<file path="config.mk">
export PLATFORM = sky130hd
export DESIGN_NAME = pme_event
export DESIGN_NICKNAME = d
export VERILOG_FILES = /design/src/pme_pkg.sv /design/src/pme_sync.sv /design/src/pme_event.sv
export VERILOG_INCLUDE_DIRS = /design/src
export SDC_FILE = /design/constraint.sdc
export NUM_CORES = 1
export LEC_CHECK = 0
export ABC_AREA = 1
export BUFFER_PORTS_ARGS = -buffer_cell sky130_fd_sc_hd__buf_4
export CAP_MARGIN = 20
export CORE_ASPECT_RATIO = 2
export CORE_MARGIN = 5
export CORE_UTILIZATION = 54
export DETAILED_ROUTE_END_ITERATION = 12
export PLACE_DENSITY = 0.85
export SETUP_SLACK_MARGIN = 0.2
export SLEW_MARGIN = 15
export SYNTH_ARGS = -nofsm -noshare
export SYNTH_HDL_FRONTEND = slang
export SYNTH_SLANG_ARGS = --single-unit
export TNS_END_PERCENT = 50
</file>
<file path="constraint.sdc">
create_clock -name mclk -period 2.15 [get_ports mclk]
set_input_delay 0.1075 -clock mclk [delete_from_list [all_inputs] [get_ports mclk]]
set_output_delay 0.1075 -clock mclk [all_outputs]
set_load 0.01 [all_outputs]
</file>
<file path="src/pme_params.svh">
// offsets, field positions, reset values and timing figures of the pm event block
`ifndef PME_PARAMS_SVH
`define PME_PARAMS_SVH

// register offsets from the programmable i/o base
`define PME_OFF_STATUS 16'h0000
`define PME_OFF_ENABLE 16'h0002

// field positions, shared by the status and enable registers; bus master is in the status register only
`define PME_BIT_TIMER 0
`define PME_BIT_BUSM 4
`define PME_BIT_NOTIFY 5
`define PME_BIT_BUTTON 8
`define PME_BIT_ALARM 10

// reset values
`define PME_ENABLE_RST 16'h0000
`define PME_STATUS_RST 16'h0000

// writable enable bits and implemented status bits; the rest are reserved and read zero
`define PME_ENABLE_MASK 16'h0521
`define PME_STATUS_MASK 16'h0531

// timer wrap figures: bit 22 of the 24-bit timer rises once per half period
`define PME_TIMER_BITS 24
`define PME_TIMER_WRAP_BIT 22
`define PME_TIMER_HALF_PERIOD_MS 2343.5

`endif

</file>
<file path="src/pme_pkg.sv">
// types shared by the pm event block
package pme_pkg;

  typedef logic [15:0] pme_word_t;

  // which register an i/o cycle reaches
  typedef enum logic [1:0] {
    PME_SEL_NONE,
    PME_SEL_STATUS,
    PME_SEL_ENABLE
  } pme_sel_e;

endpackage

</file>
<file path="src/pme_sync.sv">
// two-stage synchroniser for inputs from outside the mclk domain
`timescale 1ns/1ps
module pme_sync
  import pme_pkg::*;
#(
  parameter int WIDTH = 1
) (
  input wire logic mclk,
  input wire logic arst_n,
  input wire logic [WIDTH-1:0] async_in,
  output logic [WIDTH-1:0] sync_out
);

  logic [WIDTH-1:0] stage1;

  // stage1 feeds only the second flop, so metastability never spreads
  always_ff @(posedge mclk or negedge arst_n) begin
    if (!arst_n) begin
      stage1 <= '0;
      sync_out <= '0;
    end else begin
      stage1 <= async_in;
      sync_out <= stage1;
    end
  end

endmodule

</file>
<file path="src/pme_event.sv">
// pm event status and enable registers with interrupt and wake routing
`timescale 1ns/1ps
`include "pme_params.svh"

// Behaviour
// - set timer wrap flag when timer bit 22 rises
// - timer wrap flag therefore sets once per timer half period
// - timer wrap flag cleared by writing one; zero leaves it
// - enabled timer wrap raises os or firmware interrupt per route select
// - enable 0 no interrupt; route 0 firmware, route 1 os
// - alarm wake enable bit 10 cleared only by alarm reset, override or a write of zero
// - enabled alarm flag raises routed interrupt and wake; disabled neither
// - button enable bit 8 gates routed interrupt from button flag
// - button flag sets on press regardless of its enable
// - button press is always a wake source
// - notify enable bit 5 and notify flag raise os interrupt
// - enable register 16 bits, read/write, resets zero, reserved bits
// - enable bits split over core, resume and alarm wells
// - bus master flag also sets while any audio run bit is one
// - route select 0 sends timer, alarm and button events to firmware, 1 to os
module pme_event
  import pme_pkg::*;
(
  input wire logic mclk,
  input wire logic arst_n,
  input wire logic resume_rst_n,
  input wire logic alarm_well_reset_pin_n,
  input wire logic [15:0] pm_io_base,
  input wire logic [15:0] io_addr,
  input wire logic io_rd,
  input wire logic io_wr,
  input wire logic [1:0] io_be,
  input wire logic [15:0] io_wdata,
  output logic [15:0] io_rdata,
  output logic io_hit,
  input wire logic timer_bit22,
  input wire logic power_button_n,
  input wire logic alarm_event,
  input wire logic button_override,
  input wire logic firmware_notify_req,
  input wire logic bus_master_req,
  input wire logic audio_in_channel_control,
  input wire logic audio_out_channel_control,
  input wire logic modem_channel_control,
  input wire logic mic_channel_control,
  input wire logic interrupt_route_select,
  output logic os_event_interrupt,
  output logic firmware_mgmt_interrupt,
  output logic wake_event
);

  // ----------------------------------------------------------------
  // helpers
  // ----------------------------------------------------------------
  // byte lanes of a write, expanded to a bit mask
  function automatic pme_word_t lane_mask(input logic [1:0] be);
    lane_mask = {{8{be[1]}}, {8{be[0]}}};
  endfunction

  // ----------------------------------------------------------------
  // pin inputs
  // ----------------------------------------------------------------
  logic [2:0] pins_sync;
  logic timer_s;
  logic button_s;
  logic alarm_s;
  logic timer_d;
  logic button_d;
  logic alarm_d;
  logic [1:0] settle;
  // edge detectors stay blind until sync and delay flops hold real levels;
  // a timer bit already high when reset lifts is no rise, at the cost of
  // losing a genuine edge in the first three cycles
  wire settled = (settle == 2'h3);
  wire [1:0] next_settle = settled ? settle : settle + 2'h1;

  // the timer runs on its own clock, so its bit is resynchronised here
  pme_sync #(.WIDTH(3)) u_sync (
    .mclk(mclk),
    .arst_n(arst_n),
    .async_in({timer_bit22, ~power_button_n, alarm_event}),
    .sync_out(pins_sync)
  );

  assign timer_s = pins_sync[2];
  assign button_s = pins_sync[1];
  assign alarm_s = pins_sync[0];

  always_ff @(posedge mclk or negedge arst_n) begin
    if (!arst_n) begin
      timer_d <= 1'b0;
      button_d <= 1'b0;
      alarm_d <= 1'b0;
      settle <= 2'h0;
    end else begin
      timer_d <= timer_s;
      button_d <= button_s;
      alarm_d <= alarm_s;
      settle <= next_settle;
    end
  end

  wire timer_rise = settled & timer_s & ~timer_d;
  wire button_rise = settled & button_s & ~button_d;
  wire alarm_rise = settled & alarm_s & ~alarm_d;
  wire audio_busy = audio_in_channel_control | audio_out_channel_control
                  | modem_channel_control | mic_channel_control;

  // ----------------------------------------------------------------
  // i/o decode
  // ----------------------------------------------------------------
  wire [15:0] rel_addr = io_addr - pm_io_base;
  wire hit_status = (rel_addr == `PME_OFF_STATUS);
  wire hit_enable = (rel_addr == `PME_OFF_ENABLE);
  pme_sel_e sel;
  assign sel = hit_status ? PME_SEL_STATUS
             : hit_enable ? PME_SEL_ENABLE : PME_SEL_NONE;
  wire pme_word_t wmask = lane_mask(io_be);
  wire pme_word_t wr_ones = io_wdata & wmask;
  wire wr_status = io_wr && (sel == PME_SEL_STATUS);
  wire wr_enable = io_wr && (sel == PME_SEL_ENABLE);
  wire pme_word_t clr = wr_status ? wr_ones : 16'h0000;

  // ----------------------------------------------------------------
  // enable register, split across three wells
  // ----------------------------------------------------------------
  logic timer_wrap_enable;
  logic firmware_notify_enable;
  logic button_event_enable;
  logic alarm_wake_enable;

  // core well: bits 7:0
  always_ff @(posedge mclk or negedge arst_n) begin
    if (!arst_n) begin
      timer_wrap_enable <= 1'(`PME_ENABLE_RST >> `PME_BIT_TIMER);
      firmware_notify_enable <= 1'b0;
    end else if (wr_enable && io_be[0]) begin
      timer_wrap_enable <= io_wdata[`PME_BIT_TIMER];
      firmware_notify_enable <= io_wdata[`PME_BIT_NOTIFY];
    end
  end

  // resume well: bits 8, 9 and 15:11
  always_ff @(posedge mclk or negedge resume_rst_n) begin
    if (!resume_rst_n) begin
      button_event_enable <= 1'b0;
    end else if (wr_enable && io_be[1]) begin
      button_event_enable <= io_wdata[`PME_BIT_BUTTON];
    end
  end

  // alarm well: bit 10 survives every reset but its own pin
  always_ff @(posedge mclk or negedge alarm_well_reset_pin_n) begin
    if (!alarm_well_reset_pin_n) begin
      alarm_wake_enable <= 1'b0;
    end else if (button_override) begin
      alarm_wake_enable <= 1'b0;
    end else if (wr_enable && io_be[1]) begin
      alarm_wake_enable <= io_wdata[`PME_BIT_ALARM];
    end
  end

  wire pme_word_t enable_view = (16'(timer_wrap_enable) << `PME_BIT_TIMER)
    | (16'(firmware_notify_enable) << `PME_BIT_NOTIFY)
    | (16'(button_event_enable) << `PME_BIT_BUTTON)
    | (16'(alarm_wake_enable) << `PME_BIT_ALARM);

  // ----------------------------------------------------------------
  // status flags: set wins over a clear in the same cycle
  // ----------------------------------------------------------------
  logic timer_wrap_flag;
  logic bus_master_activity_flag;
  logic firmware_notify_flag;
  logic button_press_flag;
  logic alarm_event_flag;

  wire next_timer_wrap_flag = timer_rise
    | (timer_wrap_flag & ~clr[`PME_BIT_TIMER]);
  wire next_bus_master_flag = bus_master_req | audio_busy
    | (bus_master_activity_flag & ~clr[`PME_BIT_BUSM]);
  wire next_notify_flag = firmware_notify_req
    | (firmware_notify_flag & ~clr[`PME_BIT_NOTIFY]);
  wire next_button_flag = button_rise
    | (button_press_flag & ~clr[`PME_BIT_BUTTON]
       & ~button_override);
  wire next_alarm_flag = alarm_rise
    | (alarm_event_flag & ~clr[`PME_BIT_ALARM]);

  always_ff @(posedge mclk or negedge arst_n) begin
    if (!arst_n) begin
      timer_wrap_flag <= 1'b0;
      bus_master_activity_flag <= 1'b0;
      firmware_notify_flag <= 1'b0;
    end else begin
      timer_wrap_flag <= next_timer_wrap_flag;
      bus_master_activity_flag <= next_bus_master_flag;
      firmware_notify_flag <= next_notify_flag;
    end
  end

  // button and alarm flags live outside the core well
  always_ff @(posedge mclk or negedge resume_rst_n) begin
    if (!resume_rst_n) begin
      button_press_flag <= 1'b0;
      alarm_event_flag <= 1'b0;
    end else begin
      button_press_flag <= next_button_flag;
      alarm_event_flag <= next_alarm_flag;
    end
  end

  wire pme_word_t status_view = (16'(timer_wrap_flag) << `PME_BIT_TIMER)
    | (16'(bus_master_activity_flag) << `PME_BIT_BUSM)
    | (16'(firmware_notify_flag) << `PME_BIT_NOTIFY)
    | (16'(button_press_flag) << `PME_BIT_BUTTON)
    | (16'(alarm_event_flag) << `PME_BIT_ALARM);

  // ----------------------------------------------------------------
  // routing
  // ----------------------------------------------------------------
  // bus master activity is only reported, never routed to an interrupt
  wire timer_src = timer_wrap_flag & timer_wrap_enable;
  wire alarm_src = alarm_event_flag & alarm_wake_enable;
  wire button_src = button_press_flag & button_event_enable;
  wire notify_src = firmware_notify_flag & firmware_notify_enable;
  wire routed_any = timer_src | alarm_src | button_src;
  wire next_os_irq = (routed_any & interrupt_route_select)
    | notify_src;
  wire next_fw_irq = routed_any & ~interrupt_route_select;
  wire next_wake = button_press_flag | alarm_src;

  always_ff @(posedge mclk or negedge arst_n) begin
    if (!arst_n) begin
      os_event_interrupt <= 1'b0;
      firmware_mgmt_interrupt <= 1'b0;
      wake_event <= 1'b0;
    end else begin
      os_event_interrupt <= next_os_irq;
      firmware_mgmt_interrupt <= next_fw_irq;
      wake_event <= next_wake;
    end
  end

  // ----------------------------------------------------------------
  // read data, one cycle after the read strobe
  // ----------------------------------------------------------------
  wire pme_word_t rd_mux = (sel == PME_SEL_STATUS) ? status_view
    : (sel == PME_SEL_ENABLE) ? enable_view : 16'h0000;

  always_ff @(posedge mclk or negedge arst_n) begin
    if (!arst_n) begin
      io_rdata <= 16'h0000;
      io_hit <= 1'b0;
    end else begin
      io_rdata <= io_rd ? (rd_mux & wmask) : 16'h0000;
      io_hit <= (io_rd | io_wr) && (sel != PME_SEL_NONE);
    end
  end
endmodule

</file>
### Word level (Yosys, flattened, before mapping)

Index checks and enable logic that the tools add are counted.

* input port bits: 67
* word-level logic and storage cells: 94
* register bits after elaboration: 40

* reductions and logical operators: 8
* add/sub/neg operators: 2
* mux-type cells: 8
* eq/ne operators: 4
* bitwise logic cells: 52

Operators with widths (number)
* $mux 11: 3
* $or 9x11->11: 2
* $and 1x1->1: 18
* $or 6x9->9: 2
* $and 11x16->16: 1
* $eq 16x2->1 const B: 1
* $logic_not 16->1: 1
* $mux 16: 1
* $sub 16x16->16: 1
* $or 1x1->1: 14
* $and 11x11->11: 1
* $not 1->1: 11
* $or 1x6->6: 1
* $or 5x6->6: 1
* $logic_and 1x1->1: 5
* $or 1x5->5: 1
* $eq 2x2->1 const B: 2
* $mux 2: 2
* $reduce_bool 2->1: 2
* $add 2x1->2 const B: 1
* $eq 2x1->1 const B: 1
* $mux 1: 2

### Depth between registers and ports, before layout

* depth after elaboration: 11
* depth in mapped cells: 19
* mapped depth without buffers: 19

### By module

Synthesis repeated with hierarchy kept, for this count alone.

* cells, all modules: 351
* area total of the unflattened synthesis: 2328.5 µm²

Modules (own cells, without submodules)
* pme_event: seq. area each 575.6 µm², instances 1, cells an instance 345, area each 2178.3 µm²
* pme_sync: seq. area each 150.1 µm², instances 1, cells an instance 6, area each 150.1 µm²

### Worst setup path after synthesis

No wires, ideal clock.

* path kind: input to register
* start: in pm_io_base[1]
* end: reg firmware_notify_enable
* cell stages on the path: 16
* setup slack: 0.304 ns
* buffers on the path: 1
* data arrival time: 1.729 ns
* required time: 2.034 ns
* cell sequence: inv_1 > ha_1 > buf_4 > nand2_2 > nand2_2 > nand2_1 > nand2_1 > xor2_1 > nor2_1 > nand2_1 > nor3_4 > nand2_2 > nor2_4 > nand2_2 > nand2_1 > nand2_1

* longest elaborated chain between the ends: 7
* elaborated cells on any way between the ends: 8
* those cells by class: 1 x add/sub; 2 x eq/ne; 2 x mux; 3 x reduce/logical

Ends and longest elaborated chain
* start: declaration: RTL line pme_event.sv:28 `input wire logic [15:0] pm_io_base,`
* $sub 16x16->16 *: RTL line pme_event.sv:112 `wire [15:0] rel_addr = io_addr - pm_io_base;`
* $eq 16x2->1 (no line)
* $mux 2: RTL line pme_event.sv:117 `: hit_enable ? PME_SEL_ENABLE : PME_SEL_NONE;`
* $mux 2 *: RTL line pme_event.sv:116 `assign sel = hit_status ? PME_SEL_STATUS`
* $eq 2x2->1 *: RTL line pme_event.sv:121 `wire wr_enable = io_wr && (sel == PME_SEL_ENABLE);`
* $logic_and 1x1->1 *: RTL line pme_event.sv:121
* $logic_and 1x1->1 *: RTL line pme_event.sv:137 `end else if (wr_enable && io_be[0]) begin`
* end signal: assignment: RTL line pme_event.sv:139 `` firmware_notify_enable <= io_wdata[`PME_BIT_NOTIFY]; ``
* end: declaration: RTL line pme_event.sv:128 `logic firmware_notify_enable;`

Every way passes the cells marked *; elsewhere a longest branch is shown, timed or not.
A chain may end at the register's enable or synchronous reset.

### Final worst setup path

* start: in pm_io_base[1]
* end: reg timer_wrap_enable

* longest elaborated chain between the ends: 7
* elaborated cells on any way between the ends: 8
* those cells by class: 1 x add/sub; 2 x eq/ne; 2 x mux; 3 x reduce/logical

Ends and longest elaborated chain
* $sub 16x16->16 *: RTL line pme_event.sv:112
* $eq 16x2->1 (no line)
* $mux 2: RTL line pme_event.sv:117
* $mux 2 *: RTL line pme_event.sv:116
* $eq 2x2->1 *: RTL line pme_event.sv:121
* $logic_and 1x1->1 *: RTL line pme_event.sv:121
* $logic_and 1x1->1 *: RTL line pme_event.sv:137
* end signal: assignment: RTL line pme_event.sv:135 `` timer_wrap_enable <= 1'(`PME_ENABLE_RST >> `PME_BIT_TIMER); ``
* end signal: assignment: RTL line pme_event.sv:138 `` timer_wrap_enable <= io_wdata[`PME_BIT_TIMER]; ``
* end: declaration: RTL line pme_event.sv:127 `logic timer_wrap_enable;`

Marks and branches as above.

==> metrics.cfg <==
[run_status]
status=finished, final reports clean

[route]
drc=0
first_pass_iters=4
wl_met2_mm=3.78
detail_route.wl_per_cell_um=13.2
wl_met1_mm=2.13
route.met3.wl_um=314
routed_wl_mm=6.61
postRouteAntennaNets=0
drt_iter0_drc=74
vias_per_cell=5.08
via_count=2538
maxUsedRoutingLayer=met4

[clock_tree]
tritoncts=yes
htree_levels=2
clock_sinks=29
clk_pin_slew_ns=0.06
clockBufferDepth=2
clock_latency_ns=0.29
root_buffer=clkbuf_8
numCtsBuffers=5

[floorplanning]
ioPinCount=87
core-area_um2=4340
die_height_um=104
dieArea_um2=5930
rows=34
die_w_um=57.0
start_util_pct=55.0

[global_routing]
grt_use_total_pct=21.9
grt_pass1_wl_mm=10.3
grt_pass1_vias=2583
antenna_found_initial=0
overflow=0
grt_max_degree=26

[final_layout]
syn2layout_area_growth_pct=39.8
antenna_cells=0
stdcell_area_um2=3340
drive_gt1_share_pct=32.7
final-instance-count-excl-fill=500
nNetsFinal=528

[hold_path]
min_path_type=primary input to flop
min_to=firmware_notify_flag
hold_start=firmware_notify_req
holdPathStages=3

[timing]
finalWorstSetupSlack_ns=0.303
hold_violations=0
fin_crit_sh_pct=85.9
fmax_ghz=0.542
rsz0062_at_grt=no
report.final.slew_viol_count=0
min_period_ns=1.85
skew_ns=0.00768
setup_viol=0

[synth]
synth-async-reset-ratio_pct=100
netlist_instances=362
postSynthAreaPerCell_um2=6.60
yosysMostFrequentCell=nand2_1
yosys.cell_types.count=29
yosys.area.top_type_share_pct=30.4
ys_warn_count=0
synth_edf_count=0
synth_seq_cells=29
synthTopCellsByCount=nand2_1 (124), inv_1 (72), dfrtp_1 (29)
ys_seq_area_share_pct=30.4
synthTopCellsByArea=dfrtp_1 (30%), nand2_1 (19%), inv_1 (11%)
yosys.area.top_type=dfrtp_1
synth_ff_type=dfrtp_1
syn_area_um2=2390

[placed_design]
port-buffer-count=64
dpl_worst_slack_ns=-0.0977
dp_hpwl_mm=5.04
post-place-cells=484
place.gp.congestion=0.916
place_area_um2=2930

[pwr]
power_density_nw_per_um2=494
power.leakage_nw=1.86
ir_drop_v=0.000612

[worst_setup_path]
reg2reg_slack_ns=1.00
cp.required_ns=2.32
startpoint_type=primary input
end_kind=flop
arrival_ns=2.02
r2r_end=settle[1]
setup.worst_path.class=primary input to flop
reg2reg_from=settle[0]
crit_fanout=4
worstRegToRegCells=2

[flow_run]
max_cap_viol_count=0

final cells by class:
| type | count | area, µm² |
|---|---|---|
| clock buffer | 7 | 96.3 |
| sequential | 29 | 726 |
| inverter | 73 | 274 |
| tap | 54 | 67.6 |
| clock inverter | 1 | 5.00 |
| fill | 310 | 1000 |
| multi-input combinational | 256 | 1560 |
| timing repair buffer | 80 | 616 |
stage by stage:
stage               hold WS (ns)  power [mW]  utilization, %  TNS (ns)
floorplan                 -0.188       0.889               -         0
global placement          -0.113        1.04            67.5   -0.0372
detailed placement        -0.111        1.05            67.5    -0.317
CTS                      0.00220        1.56            71.2         0
global route             0.00805        1.75            77.0         0
finish                   0.00297        1.65            77.0         0
metal layers:
layer,up-vias,track usage [%]
met4,0,14.6
met2,80,42.6
met3,33,4.84
met1,1165,18.1
li1,1260,-
met5,-,0
state kept, by name (all words and copies together), names as in the netlist, 2 cells and up:
| name | flops |
|---|---|
| settle | 2 |
| u_sync.stage1 | 3 |
| io_rdata | 5 |
| u_sync.sync_out | 3 |
timing repair:
action,4_1_cts,5_1_grt
setup buffers,0,2
gates resized for setup,0,58
endpoints found under the hold margin,32,0
endpoints found under the setup margin,0,14
hold buffers,6,0
worst max path at each step:
| stage | to | slack (ns) | from | cells after the start |
|---|---|---|---|---|
| after global routing | timer_wrap_enable | 0.17 | pm_io_base[1] | 19 |
| after detailed placement | bus_master_activity_flag | -0.1 | pm_io_base[9] | 15 |
| after CTS | alarm_event_flag | 0.22 | io_addr[8] | 14 |
| after floorplan | firmware_notify_enable | 0.30 | pm_io_base[1] | 16 |
| final | timer_wrap_enable | 0.30 | pm_io_base[1] | 19 |
| after global placement | bus_master_activity_flag | -0.01 | io_addr[7] | 14 |
worst max-delay path, cell delays in order:
cell and delay [ns]:
buf_4 0.11, inv_1 0.09, ha_4 0.22, nand2_2 0.08, nand2_2 0.08, nand2_1 0.07
nand2_1 0.11, nand2_1 0.11, nand2_1 0.07, nand2_1 0.07, nand3_2 0.09, nor2_1 0.10
nand2_1 0.10, nor2_4 0.17, nand2_2 0.09, nor2_4 0.17, nand2_2 0.07, nand2_1 0.06
nand2_1 0.05
cell families (layout without fill, tap and decap cells):
group,Yosys count,after routing,synth area share [%]
and+or+nand+nor,206,206,39.1
DFF,29,29,30.4
AOI/OAI and AO/OA,17,17,3.72
buffers and inverters,87,161,15.9
xor gates and xnor gates,5,5,1.83
adders and majority gates,16,16,8.38
other,1,11,0.157
muxes,1,1,0.471
report_power, final:
part | switching, mW | total (mW) | internal [mW]
combinational | 0.325 | 0.584 | 0.259
clock | 0.209 | 0.498 | 0.289
sequential | 0.00752 | 0.569 | 0.562
cell usage in the layout, fill, tap and decap left out:
cell,count
nor2_4,3
nand3_2,5
nor3b_1,1
nor3_2,2
ha_4,9
clkinv_2,1
nor3_1,1
conb_1,11
nand3b_1,3
nand2_4,3
inv_1,66
mux2_2,1
nand2_1,110
xnor2_1,3
and2_1,4
o21ai_0,3
o21ai_1,2
or2_4,2
nor2_1,13
nand3_1,21
ha_1,4
ha_2,3
nor3b_2,1
nand4_2,1
xor2_1,2
buf_4,74
nor3_4,1
dfrtp_1,29
nand4_1,11
a21oi_2,2
nand2_2,16
nor2_2,8
a21oi_1,9
dlygate4sd3_1,6
inv_2,7
clkbuf_8,7
a22o_1,1
No activity file was read; power rests on OpenSTA's default activity.
